`src/core/ppo_pkg.sv`:
```
// Package for the programmable pulse output timer: offsets, fields, resets.
package ppo_pkg;

	// ----------------------------------------------------------------
	// Register offsets
	// ----------------------------------------------------------------
	localparam logic [3:0] ADDR_CONTROL  = 4'h0;
	localparam logic [3:0] ADDR_PERIOD   = 4'h1;
	localparam logic [3:0] ADDR_DUTY     = 4'h2;
	localparam logic [3:0] ADDR_COUNT    = 4'h3;
	localparam logic [3:0] ADDR_STATUS   = 4'h4;
	localparam logic [3:0] ADDR_MASK     = 4'h5;
	localparam logic [3:0] ADDR_PRESCALE = 4'h6;

	// ----------------------------------------------------------------
	// Control register fields
	// ----------------------------------------------------------------
	localparam int CTL_START_LO   = 0;
	localparam int CTL_ONESHOT    = 2;
	localparam int CTL_INIT_LEVEL = 3;
	localparam int CTL_MODE_LO    = 4;
	localparam int CTL_CAP_EDGE   = 6;

	localparam logic [1:0] START_STOP    = 2'h0;
	localparam logic [1:0] START_COMMAND = 2'h1;
	localparam logic [1:0] START_RISING  = 2'h2;
	localparam logic [1:0] START_FALLING = 2'h3;

	localparam logic [1:0] MODE_TIMER   = 2'h0;
	localparam logic [1:0] MODE_PULSE   = 2'h1;
	localparam logic [1:0] MODE_CAPTURE = 2'h2;

	// ----------------------------------------------------------------
	// Status bits and reset values
	// ----------------------------------------------------------------
	localparam int ST_DUTY_MATCH   = 0;
	localparam int ST_PERIOD_MATCH = 1;
	localparam int ST_CAPTURE      = 2;
	localparam int ST_WIDTH        = 3;

	localparam logic [7:0]  CONTROL_RESET  = 8'h00;
	localparam logic [15:0] COMPARE_RESET  = 16'hFFFF;
	localparam logic [15:0] PRESCALE_RESET = 16'h0000;

	typedef struct packed {
		logic [3:0]  addr;
		logic [15:0] wdata;
		logic        wr;
		logic        rd;
	} ppo_bus_req_type;

	typedef enum logic [1:0] {
		PPO_IDLE,
		PPO_ARMED,
		PPO_RUN
	} ppo_state_type;

endpackage

```
`src/core/ppo_timer.sv`:
```
// Programmable pulse output timer with double-edge capture and interrupt.
//
// The register offsets and the plain strobed port were decided locally.
`timescale 1ns/100ps
// How it works
// - Internal clock counts; start by pin or command.
// - Oneshot bit: zero repeats, one single pulse.
// - Duty match inverts output, interrupts, keeps counting.
// - Period match inverts in pulse mode, interrupts, clears, continues.
// - Start field cleared stops, output holds level.
// - Oneshot period match clears start field itself.
// - Pin is inverse flip-flop; initial level sets.
// - Reset clears the output flip-flop to zero.
// - Capture alternately reports trigger-to-opposite-edge width, full cycle; with the capture edge bit set, opposite edges only.
// - Start field picks rising or falling trigger.
module ppo_timer
	import ppo_pkg::*;
#(
	parameter int COUNT_WIDTH = 16
) (
	input  wire logic                   sys_clk,
	input  wire logic                   reset_n,
	input  wire logic [3:0]             reg_addr,
	input  wire logic [15:0]            reg_wdata,
	input  wire logic                   reg_wr,
	input  wire logic                   reg_rd,
	output logic      [15:0]            reg_rdata,
	input  wire logic                   timer_input_pin,
	output logic                        pulse_output_pin,
	output logic                        timer_match_interrupt
);

	// ----------------------------------------------------------------
	// Registers and state
	// ----------------------------------------------------------------
	ppo_bus_req_type           bus;
	logic [7:0]                timer_control_register;
	logic [COUNT_WIDTH-1:0]    period_compare;
	logic [COUNT_WIDTH-1:0]    duty_compare_capture;
	logic [COUNT_WIDTH-1:0]    count;
	logic [15:0]               prescale;
	logic [15:0]               prescale_count;
	logic [3:0]                status;
	logic [3:0]                mask;
	logic                      output_ff;
	logic [2:0]                pin_sync;
	logic                      pin_level;
	logic                      pin_prev;
	logic [4:0]                pin_warm;
	logic                      capture_half;
	ppo_state_type             state;

	logic [1:0]                start_source_field;
	logic                      oneshot_select;
	logic [1:0]                operating_mode_field;
	logic                      capture_edge_select;
	logic                      tick;
	logic                      rise;
	logic                      fall;
	logic                      trigger_edge;
	logic                      opposite_edge;
	logic                      running;
	logic                      duty_hit;
	logic                      period_hit;
	logic                      oneshot_end;
	logic [3:0]                events;
	logic                      status_read;

	// ----------------------------------------------------------------
	// Bus mapping
	// ----------------------------------------------------------------
	assign bus.addr  = reg_addr;
	assign bus.wdata = reg_wdata;
	assign bus.wr    = reg_wr;
	assign bus.rd    = reg_rd;

	// ----------------------------------------------------------------
	// Field decode
	// ----------------------------------------------------------------
	assign start_source_field   = timer_control_register[CTL_START_LO +: 2];
	assign oneshot_select       = timer_control_register[CTL_ONESHOT];
	assign operating_mode_field = timer_control_register[CTL_MODE_LO +: 2];
	assign capture_edge_select  = timer_control_register[CTL_CAP_EDGE];

	// ----------------------------------------------------------------
	// Pin input synchroniser and edge detection
	// ----------------------------------------------------------------
	// A change counts only once the second and third stages agree.
	always_ff @(posedge sys_clk) begin
		if (!reset_n) begin
			pin_sync  <= 3'h0;
			pin_level <= 1'b0;
			pin_prev  <= 1'b0;
		end else begin
			pin_sync <= {pin_sync[1:0], timer_input_pin};
			if (pin_sync[1] == pin_sync[2]) begin
				pin_level <= pin_sync[2];
			end
			pin_prev <= pin_level;
		end
	end

	// ----------------------------------------------------------------
	// Trigger edge selection
	// ----------------------------------------------------------------
	// The filter starts from zero, so a pin already high at reset would look like a rise.
	always_ff @(posedge sys_clk) begin
		if (!reset_n) begin
			pin_warm <= 5'h00;
		end else begin
			pin_warm <= {pin_warm[3:0], 1'b1};
		end
	end

	assign rise = pin_warm[4] & pin_level & ~pin_prev;
	assign fall = pin_warm[4] & ~pin_level & pin_prev;
	assign trigger_edge  = (start_source_field == START_RISING) ? rise :
		(start_source_field == START_FALLING) ? fall : 1'b0;
	assign opposite_edge = (start_source_field == START_RISING) ? fall :
		(start_source_field == START_FALLING) ? rise : 1'b0;

	// ----------------------------------------------------------------
	// Source clock prescaler
	// ----------------------------------------------------------------
	// The source clock is a tick every prescale+1 system clocks.
	always_ff @(posedge sys_clk) begin
		if (!reset_n || state != PPO_RUN || prescale_count >= prescale) begin
			prescale_count <= 16'h0000;
		end else begin
			prescale_count <= prescale_count + 16'h0001;
		end
	end

	// ----------------------------------------------------------------
	// Match detection
	// ----------------------------------------------------------------
	// A cleared start field halts ticks at once, so the edge after a stop moves nothing.
	assign running = (state == PPO_RUN) && (start_source_field != START_STOP);
	assign tick    = running && (prescale_count >= prescale);

	assign duty_hit    = tick && operating_mode_field == MODE_PULSE
		&& count == duty_compare_capture;
	assign period_hit  = tick && operating_mode_field != MODE_CAPTURE
		&& count == period_compare;
	assign oneshot_end = period_hit && oneshot_select
		&& operating_mode_field == MODE_PULSE;

	// ----------------------------------------------------------------
	// Start sequencing
	// ----------------------------------------------------------------
	always_ff @(posedge sys_clk) begin
		if (!reset_n || start_source_field == START_STOP) begin
			state <= PPO_IDLE;
		end else begin
			case (state)
				PPO_IDLE: begin
					if (start_source_field == START_COMMAND) begin
						state <= PPO_RUN;
					end else begin
						state <= PPO_ARMED;
					end
				end
				PPO_ARMED: begin
					if (trigger_edge) begin
						state <= PPO_RUN;
					end
				end
				PPO_RUN: begin
					if (oneshot_end) begin
						state <= PPO_IDLE;
					end
				end
				default: begin
					state <= PPO_IDLE;
				end
			endcase
		end
	end

	// ----------------------------------------------------------------
	// Counter
	// ----------------------------------------------------------------
	// Stopping freezes the count until the next start clears it.
	always_ff @(posedge sys_clk) begin
		if (!reset_n) begin
			count <= '0;
		end else if (state != PPO_RUN) begin
			if (start_source_field != START_STOP && state == PPO_IDLE) begin
				count <= '0;
			end
		end else if (operating_mode_field == MODE_CAPTURE && capture_half
			&& trigger_edge) begin
			count <= '0;
		end else if (period_hit) begin
			count <= '0;
		end else if (tick) begin
			count <= count + 1'b1;
		end
	end

	// ----------------------------------------------------------------
	// Control register and oneshot start clear
	// ----------------------------------------------------------------
	always_ff @(posedge sys_clk) begin
		if (!reset_n) begin
			timer_control_register <= CONTROL_RESET;
		end else if (bus.wr && bus.addr == ADDR_CONTROL) begin
			timer_control_register <= bus.wdata[7:0];
		end else if (oneshot_end) begin
			timer_control_register[CTL_START_LO +: 2] <= START_STOP;
		end
	end

	// ----------------------------------------------------------------
	// Period, mask and prescale registers
	// ----------------------------------------------------------------
	always_ff @(posedge sys_clk) begin
		if (!reset_n) begin
			period_compare <= COMPARE_RESET;
			mask           <= 4'h0;
			prescale       <= PRESCALE_RESET;
		end else if (bus.wr) begin
			if (bus.addr == ADDR_PERIOD) begin
				period_compare <= bus.wdata[COUNT_WIDTH-1:0];
			end
			if (bus.addr == ADDR_MASK) begin
				mask <= bus.wdata[3:0];
			end
			if (bus.addr == ADDR_PRESCALE) begin
				prescale <= bus.wdata;
			end
		end
	end

	// ----------------------------------------------------------------
	// Capture
	// ----------------------------------------------------------------
	// Duty compare doubles as the capture register in capture mode.
	always_ff @(posedge sys_clk) begin
		if (!reset_n) begin
			duty_compare_capture <= COMPARE_RESET;
		end else if (running && operating_mode_field == MODE_CAPTURE
			&& (opposite_edge && !capture_half || trigger_edge && capture_half)) begin
			duty_compare_capture <= count;
		end else if (bus.wr && bus.addr == ADDR_DUTY) begin
			duty_compare_capture <= bus.wdata[COUNT_WIDTH-1:0];
		end
	end

	// Alternates between trigger-to-opposite-edge width and full cycle reports while the capture edge bit is clear.
	always_ff @(posedge sys_clk) begin
		if (!reset_n || !running || operating_mode_field != MODE_CAPTURE
			|| capture_edge_select) begin
			capture_half <= 1'b0;
		end else if (!capture_half && opposite_edge) begin
			capture_half <= 1'b1;
		end else if (capture_half && trigger_edge) begin
			capture_half <= 1'b0;
		end
	end

	// ----------------------------------------------------------------
	// Timer output flip-flop
	// ----------------------------------------------------------------
	always_ff @(posedge sys_clk) begin
		if (!reset_n) begin
			output_ff <= 1'b0;
		end else if (bus.wr && bus.addr == ADDR_CONTROL && state == PPO_IDLE
			&& bus.wdata[CTL_MODE_LO +: 2] == MODE_PULSE
			&& operating_mode_field != MODE_PULSE) begin
			output_ff <= bus.wdata[CTL_INIT_LEVEL];
		end else if (duty_hit || period_hit && operating_mode_field == MODE_PULSE) begin
			output_ff <= ~output_ff;
		end
	end

	// ----------------------------------------------------------------
	// Pulse output pin
	// ----------------------------------------------------------------
	always_ff @(posedge sys_clk) begin
		if (!reset_n) begin
			pulse_output_pin <= 1'b1;
		end else begin
			pulse_output_pin <= ~output_ff;
		end
	end

	// ----------------------------------------------------------------
	// Interrupt status
	// ----------------------------------------------------------------
	assign events[ST_DUTY_MATCH]   = duty_hit;
	assign events[ST_PERIOD_MATCH] = period_hit;
	assign events[ST_CAPTURE]      = running && operating_mode_field == MODE_CAPTURE
		&& !capture_half && opposite_edge;
	assign events[ST_WIDTH]        = running && operating_mode_field == MODE_CAPTURE
		&& capture_half && trigger_edge;
	assign status_read = bus.rd && bus.addr == ADDR_STATUS;

	// A new event in the reading cycle survives the clear.
	always_ff @(posedge sys_clk) begin
		if (!reset_n) begin
			status <= 4'h0;
		end else if (status_read) begin
			status <= events;
		end else begin
			status <= status | events;
		end
	end

	// ----------------------------------------------------------------
	// Interrupt output
	// ----------------------------------------------------------------
	always_ff @(posedge sys_clk) begin
		if (!reset_n) begin
			timer_match_interrupt <= 1'b0;
		end else begin
			timer_match_interrupt <= |((status_read ? events : (status | events)) & mask);
		end
	end

	// ----------------------------------------------------------------
	// Read data
	// ----------------------------------------------------------------
	always_ff @(posedge sys_clk) begin
		if (!reset_n || !bus.rd) begin
			reg_rdata <= 16'h0000;
		end else begin
			case (bus.addr)
				ADDR_CONTROL:  reg_rdata <= {8'h00, timer_control_register};
				ADDR_PERIOD:   reg_rdata <= 16'(period_compare);
				ADDR_DUTY:     reg_rdata <= 16'(duty_compare_capture);
				ADDR_COUNT:    reg_rdata <= 16'(count);
				ADDR_STATUS:   reg_rdata <= {12'h000, status};
				ADDR_MASK:     reg_rdata <= {12'h000, mask};
				ADDR_PRESCALE: reg_rdata <= prescale;
				default:       reg_rdata <= 16'h0000;
			endcase
		end
	end

endmodule

```
`config.mk`:
```
export PLATFORM = sky130hd
export DESIGN_NAME = ppo_timer
export DESIGN_NICKNAME = d
export VERILOG_FILES = /design/src/core/ppo_pkg.sv /design/src/core/ppo_timer.sv
export SDC_FILE = /design/constraint.sdc
export NUM_CORES = 1
export LEC_CHECK = 0
export BUFFER_PORTS_ARGS = -buffer_cell sky130_fd_sc_hd__buf_2
export CORE_MARGIN = 2
export CORE_UTILIZATION = 55
export DETAILED_ROUTE_END_ITERATION = 10
export GPL_ROUTABILITY_DRIVEN = 0
export GPL_TIMING_DRIVEN = 1
export MAX_ROUTING_LAYER = met4
export PLACE_DENSITY = 0.74
export SYNTH_ARGS = -nofsm -noshare
export SYNTH_HDL_FRONTEND = slang
export SYNTH_SLANG_ARGS = --single-unit
export TNS_END_PERCENT = 20
```
`constraint.sdc`:
```
create_clock -name sys_clk -period 3.5 [get_ports sys_clk]
set_clock_uncertainty 0.1 [all_clocks]
set_input_delay 0.175 -clock sys_clk [delete_from_list [all_inputs] [get_ports sys_clk]]
set_output_delay 0.175 -clock sys_clk [all_outputs]
set_load 0.005 [all_outputs]
```
[Word-level counts from Yosys, hierarchy flattened]
Cells that the tools add are included.
Storage, ports and cells
  logic and storage cells: 132
  input port bits: 25
  output and inout port bits: 18
  flip-flop bits (word level): 128
Cells by class
  bitwise logic cells: 9
  eq/ne operators: 23
  muxes and demuxes: 23
  order comparisons: 1
  add/sub/neg operators: 2
  reductions and logical operators: 54
Operator list (count)
  2-to-1 mux 16 bit: 7
  one-hot mux 16 bit (7 select lines): 1
  adder 16 x 1 -> 16 bit, second input constant: 2
  == test 16 bit: 2
  logical AND 1 bit: 26
  >= comparator 16 bit: 1
  == test 4 x 3 -> 1 bit, second input constant: 3
  AND reduction 2 bit: 5
  nonzero test 2 bit: 5
  logical OR 1 bit: 9
  2-to-1 mux 1 bit: 9
  == test 2 x 1 -> 1 bit, second input constant: 4
  == test 2 bit, second input constant: 4
  == test 4 x 2 -> 1 bit, second input constant: 2
  2-to-1 mux 2 bit: 4
  != test 2 bit, second input constant: 4
  one-hot mux 2 bit (3 select lines): 1
  AND 1 bit: 4
  AND 4 bit: 1
  == test 4 x 1 -> 1 bit, second input constant: 1
  logical NOT 1 bit: 4
  logical NOT 2 bit: 2
  logical NOT 4 bit: 1
  2-to-1 mux 4 bit: 1
  6 further kinds: 9

[Longest topological paths before layout]
  depth after elaboration: 10
  mapped depth: 11
  gate-level depth less buffers: 9

[Worst setup path after synthesis]
No wires, ideal clock.
  path kind: reg2reg
  start point: register prescale[11]
  end point: register prescale_count[10]
  arrival time: 2.142 ns
  setup time: 0.065 ns
  period minus slack after synthesis: 2.307 ns
  cell stages (with the launch flop): 11
  slack: 1.193 ns
  data required time: 3.335 ns
  path buffers: 2
  cell sequence: dfxtp_1 -> inv_1 -> ha_1 -> a21oi_1 -> o21ai_0 -> a221oi_1 -> o21ai_2 -> or3_1 -> clkbuf_1 -> clkbuf_1 -> nor2_1
Between the ends
  cells in the longest elaborated chain, start to end: 2
RTL lines
  from (decl): line ppo_timer.sv:41  | logic [15:0] prescale;
  from (signal assigned): line ppo_timer.sv:230  | prescale <= bus.wdata;
  >= comparator 16 bit: line ppo_timer.sv:127  | if (!reset_n || state != PPO_RUN || prescale_count >= prescale) begin
  logical OR 1 bit: line ppo_timer.sv:127
  to (signal assigned): line ppo_timer.sv:130  | prescale_count <= prescale_count + 16'h0001;
  to (decl): line ppo_timer.sv:42  | logic [15:0] prescale_count;
Every way passes these cells.
A chain may end at the register's enable or synchronous reset.

[Final worst setup path]
  start point: register prescale[9]
  end point: register count[5]
Between the ends
  cells in the longest elaborated chain, start to end: 7
  elaborated cells on any way between the ends: 9
  classes of those cells: order compare: 1; mux: 3; reduce/logical: 5
RTL lines
  >= comparator 16 bit *: line ppo_timer.sv:139  | assign tick = running && (prescale_count >= prescale);
  logical AND 1 bit *: line ppo_timer.sv:139
  logical AND 1 bit: line ppo_timer.sv:143  | assign period_hit = tick && operating_mode_field != MODE_CAPTURE
  logical AND 1 bit: line ppo_timer.sv:144  | && count == period_compare;
  2-to-1 mux 16 bit: line ppo_timer.sv:194  | end else if (period_hit) begin
  2-to-1 mux 16 bit: line ppo_timer.sv:191  | end else if (operating_mode_field == MODE_CAPTURE && capture_half
  2-to-1 mux 16 bit: line ppo_timer.sv:187  | end else if (state != PPO_RUN) begin
  to (signal assigned): line ppo_timer.sv:197  | count <= count + 1'b1;
  to (decl): line ppo_timer.sv:40  | logic [COUNT_WIDTH-1:0] count;
Every way passes the cells marked *; elsewhere a longest branch is shown, timed or not.

==> metrics <==
outcome finished, final reports clean; setup TNS 0 ps; Reg power frac 0.409; fin crit share 0.788; share of cells above drive strength 1 0.128; # placed instances 930; routed vias/inst 6.05; area grow syn2layout 16.2%; register area share after synthesis 0.405; synthesized net count about 830; TritonCTS Sinks around 130; final-report hold violation count 0; crit path cell chain inv_1 -> ha_1 -> a21oi_1 -> o21ai_0 -> a221oi_1 -> o21ai_2 -> nand3_1 -> nand3_1 -> a21oi_1; vias in the first global route about 5700; DIE AREA 12400 um^2; combinational power share 0.048; multiplexer share of the synthesized area 0.0230; DRC 0; number of routed nets with antenna violations 0; Synth async-reset ratio 0; hpwl dp around 12000 um; mapped cell area 6320 um^2; Int Power about 2.9 mW; Port Buffers between 40 and 50; Synth Area in Simple Gates 0.267; commonest non-fill, non-tap cell in the layout nand2_1; Max H-tree Level 4; pwr dens between 400 and 500 nW/um^2; Worst VDD drop 416 uV; leak pwr between 2 and 3 nW; CTS Buf Count 17; Clk pin slew, worst setup/hold paths about 60 ps; Initial Utilization 0.558; Worst Path Required about 3700 ps; unrepaired setup endpoints after global routing no; Final #Nets between 800 and 900; post-synth cell types 58; area fraction in compound gates after synthesis 0.143; most frequent cells in the layout 161 x nand2_1, 128 x dfxtp_1, 64 x nand3_1, 56 x a21oi_1, 43 x nor2_1; TritonCTS clock tree done; nature of the critical path endpoint flop; die span in y 111 um; Slew @ Worst Pin between 1000 and 1500 ps; CTS Root Cell clkbuf_16; GRT Util Overall 0.300; vias approximately 5900; CP max-delay cell nand3_1; Pins Over Slew Limit 0; cells after synthesis 789; Post-CTS Resized 0; Worst setup SP type flop; Bufs on Longest Clock Path 2; Pre-antenna DRT Iters 6; Finish-stage setup viols 0; initial DRC count approximately 710; die width about 110 um; post-synthesis register bit count approximately 130; Row Count 39; detailed-route wire length roughly 17000 um; EDFF count, synth 0; Max stage delay on crit path 510 ps; Worst slew margin 0.172; Finished Layout Cells between 900 and 1000; Critical Path AT about 3000 ps; max_cap viols 0; clock share of power 0.543; Antenna diodes 0; io pins 43; first-pass GRT wire length approximately 29000 um; P_sw 0.770 mW; pin count of the biggest net entering global routing 50; crit-path max FO 16; average size of a mapped cell between 8 and 9 um^2; initial antenna violation count 0; core area about 11000 um^2; upper clock frequency limit 363 MHz; GR Overflow Total 0; Routed WL per cell around 18 um; adder-cell area share of the yosys netlist 0.0356; XOR/XNOR Fraction of Synth Area 0.0651; ys flop type dfxtp_1; critical path class flop to flop; worst hold path type input port to flop; Synth warnings 0; Post-CTS Setup Repair Bufs 0; largest family of logic cells by synthesized area simple AND/OR/NAND/NOR gates; sw frac 0.211; Tmin final about 2800 ps; Worst-Skew Late Latency around 420 ps
==> layer usage <==
layer / part of all wire / vias up / global-route usage
li1: - / 2785 / -
met2: 0.46 / 324 / 0.463
met1: 0.41 / 2762 / 0.383
met4: 0.034 / 0 / 0.120
met3: 0.092 / 60 / 0.0683
met5: 0 / - / -
==> cell type report <==
type / instances / area (um^2)
clock inverter: 9 / 178
timing repair buffer: 70 / 465
sequential: 128 / 2560
inverter: 26 / 97.6
fill: 946 / 3980
clock buffer: 23 / 488
multi-input combinational: 581 / 3370
tap: 143 / 179
==> synth_stat cells (all sizes together) (3+ instances only) <==
master / number / area (um^2)
dfxtp: 128 / 2560
a31oi: 9 / 56.3
nor3b: 4 / 45.1
nor3: 6 / 30.0
xor2: 33 / 289
o21ai: 38 / 194
ha: 18 / 225
inv: 25 / 93.8
clkbuf: 48 / 220
xnor2: 14 / 123
a22oi: 28 / 210
and2: 14 / 87.6
nand2: 161 / 604
nor2b: 5 / 31.3
nor4: 10 / 62.6
or3: 14 / 96.3
buf: 5 / 37.5
nand3: 64 / 320
a21oi: 59 / 307
o31ai: 3 / 22.5
mux2i: 10 / 100
and3: 7 / 43.8
nand4: 8 / 50.1
or4: 3 / 30.0
nor2: 43 / 161
nand3b: 4 / 30.0
==> critical path, delay by kind of cell (launching register included) <==
kind            cells  cell delay, ps
flops               1             360
compound gates      5            1170
simple gates        2             680
fa+ha+maj           1             300
buf+inv             1              60
==> per-stage QoR <==
stage	area (um^2)	hold WS [ps]	total power [mW]	util	setup slack, ps
after global routing	7340	115	3.75	0.649	475
final	7340	92.7	3.65	0.649	742
after floorplan	6320	103	1.62	-	1190
after CTS	7340	85.7	3.66	0.649	696
after global placement	6500	290	1.67	0.574	855
after detailed placement	6500	283	1.68	0.574	713
==> power groups by stage <==
stage,sequential [mW],clock (mW),combinational (mW)
finish,1.49,1.98,0.174
global route,1.49,2.07,0.189
CTS,1.49,1.99,0.170
detailed placement,1.52,0,0.154
global placement,1.52,0,0.152
floorplan,1.52,0,0.100
==> sequential cells by signal, indices dropped and copies added (netlist names) <==
signal,count
timer_match_interrupt,1
pin_level,1
mask,4
pulse_output_pin,1
pin_prev,1
count,16
prescale_count,16
capture_half,1
state,2
period_compare,16
timer_control_register,8
status,4
reg_rdata,16
duty_compare_capture,16
pin_warm,5
output_ff,1
pin_sync,3
prescale,16
==> final timing paths <==
| check | startpoint | end | slack, ps | cells after the start |
|---|---|---|---|---|
| worst min register to register | output_ff | pulse_output_pin | 310 | 1 |
| worst min-delay path | reg_addr[0] | reg_rdata[0] | 90 | 3 |
| worst max register to register | prescale[9] | count[5] | 740 | 9 |
| worst max-delay path | prescale[9] | count[5] | 740 | 9 |
==> cells by family after synthesis <==
group,count (synthesis)
compound gates,149
flops,128
buf+inv,80
simple gates,354
xor+xnor,47
mux,13
fa+ha+maj,18
==> what timing repair did <==
item,in CTS,in global routing
hold buffers,18,0
endpoints found under the setup margin,0,0
endpoints found under the hold margin,43,0
Power figures use the tool's default switching activity.
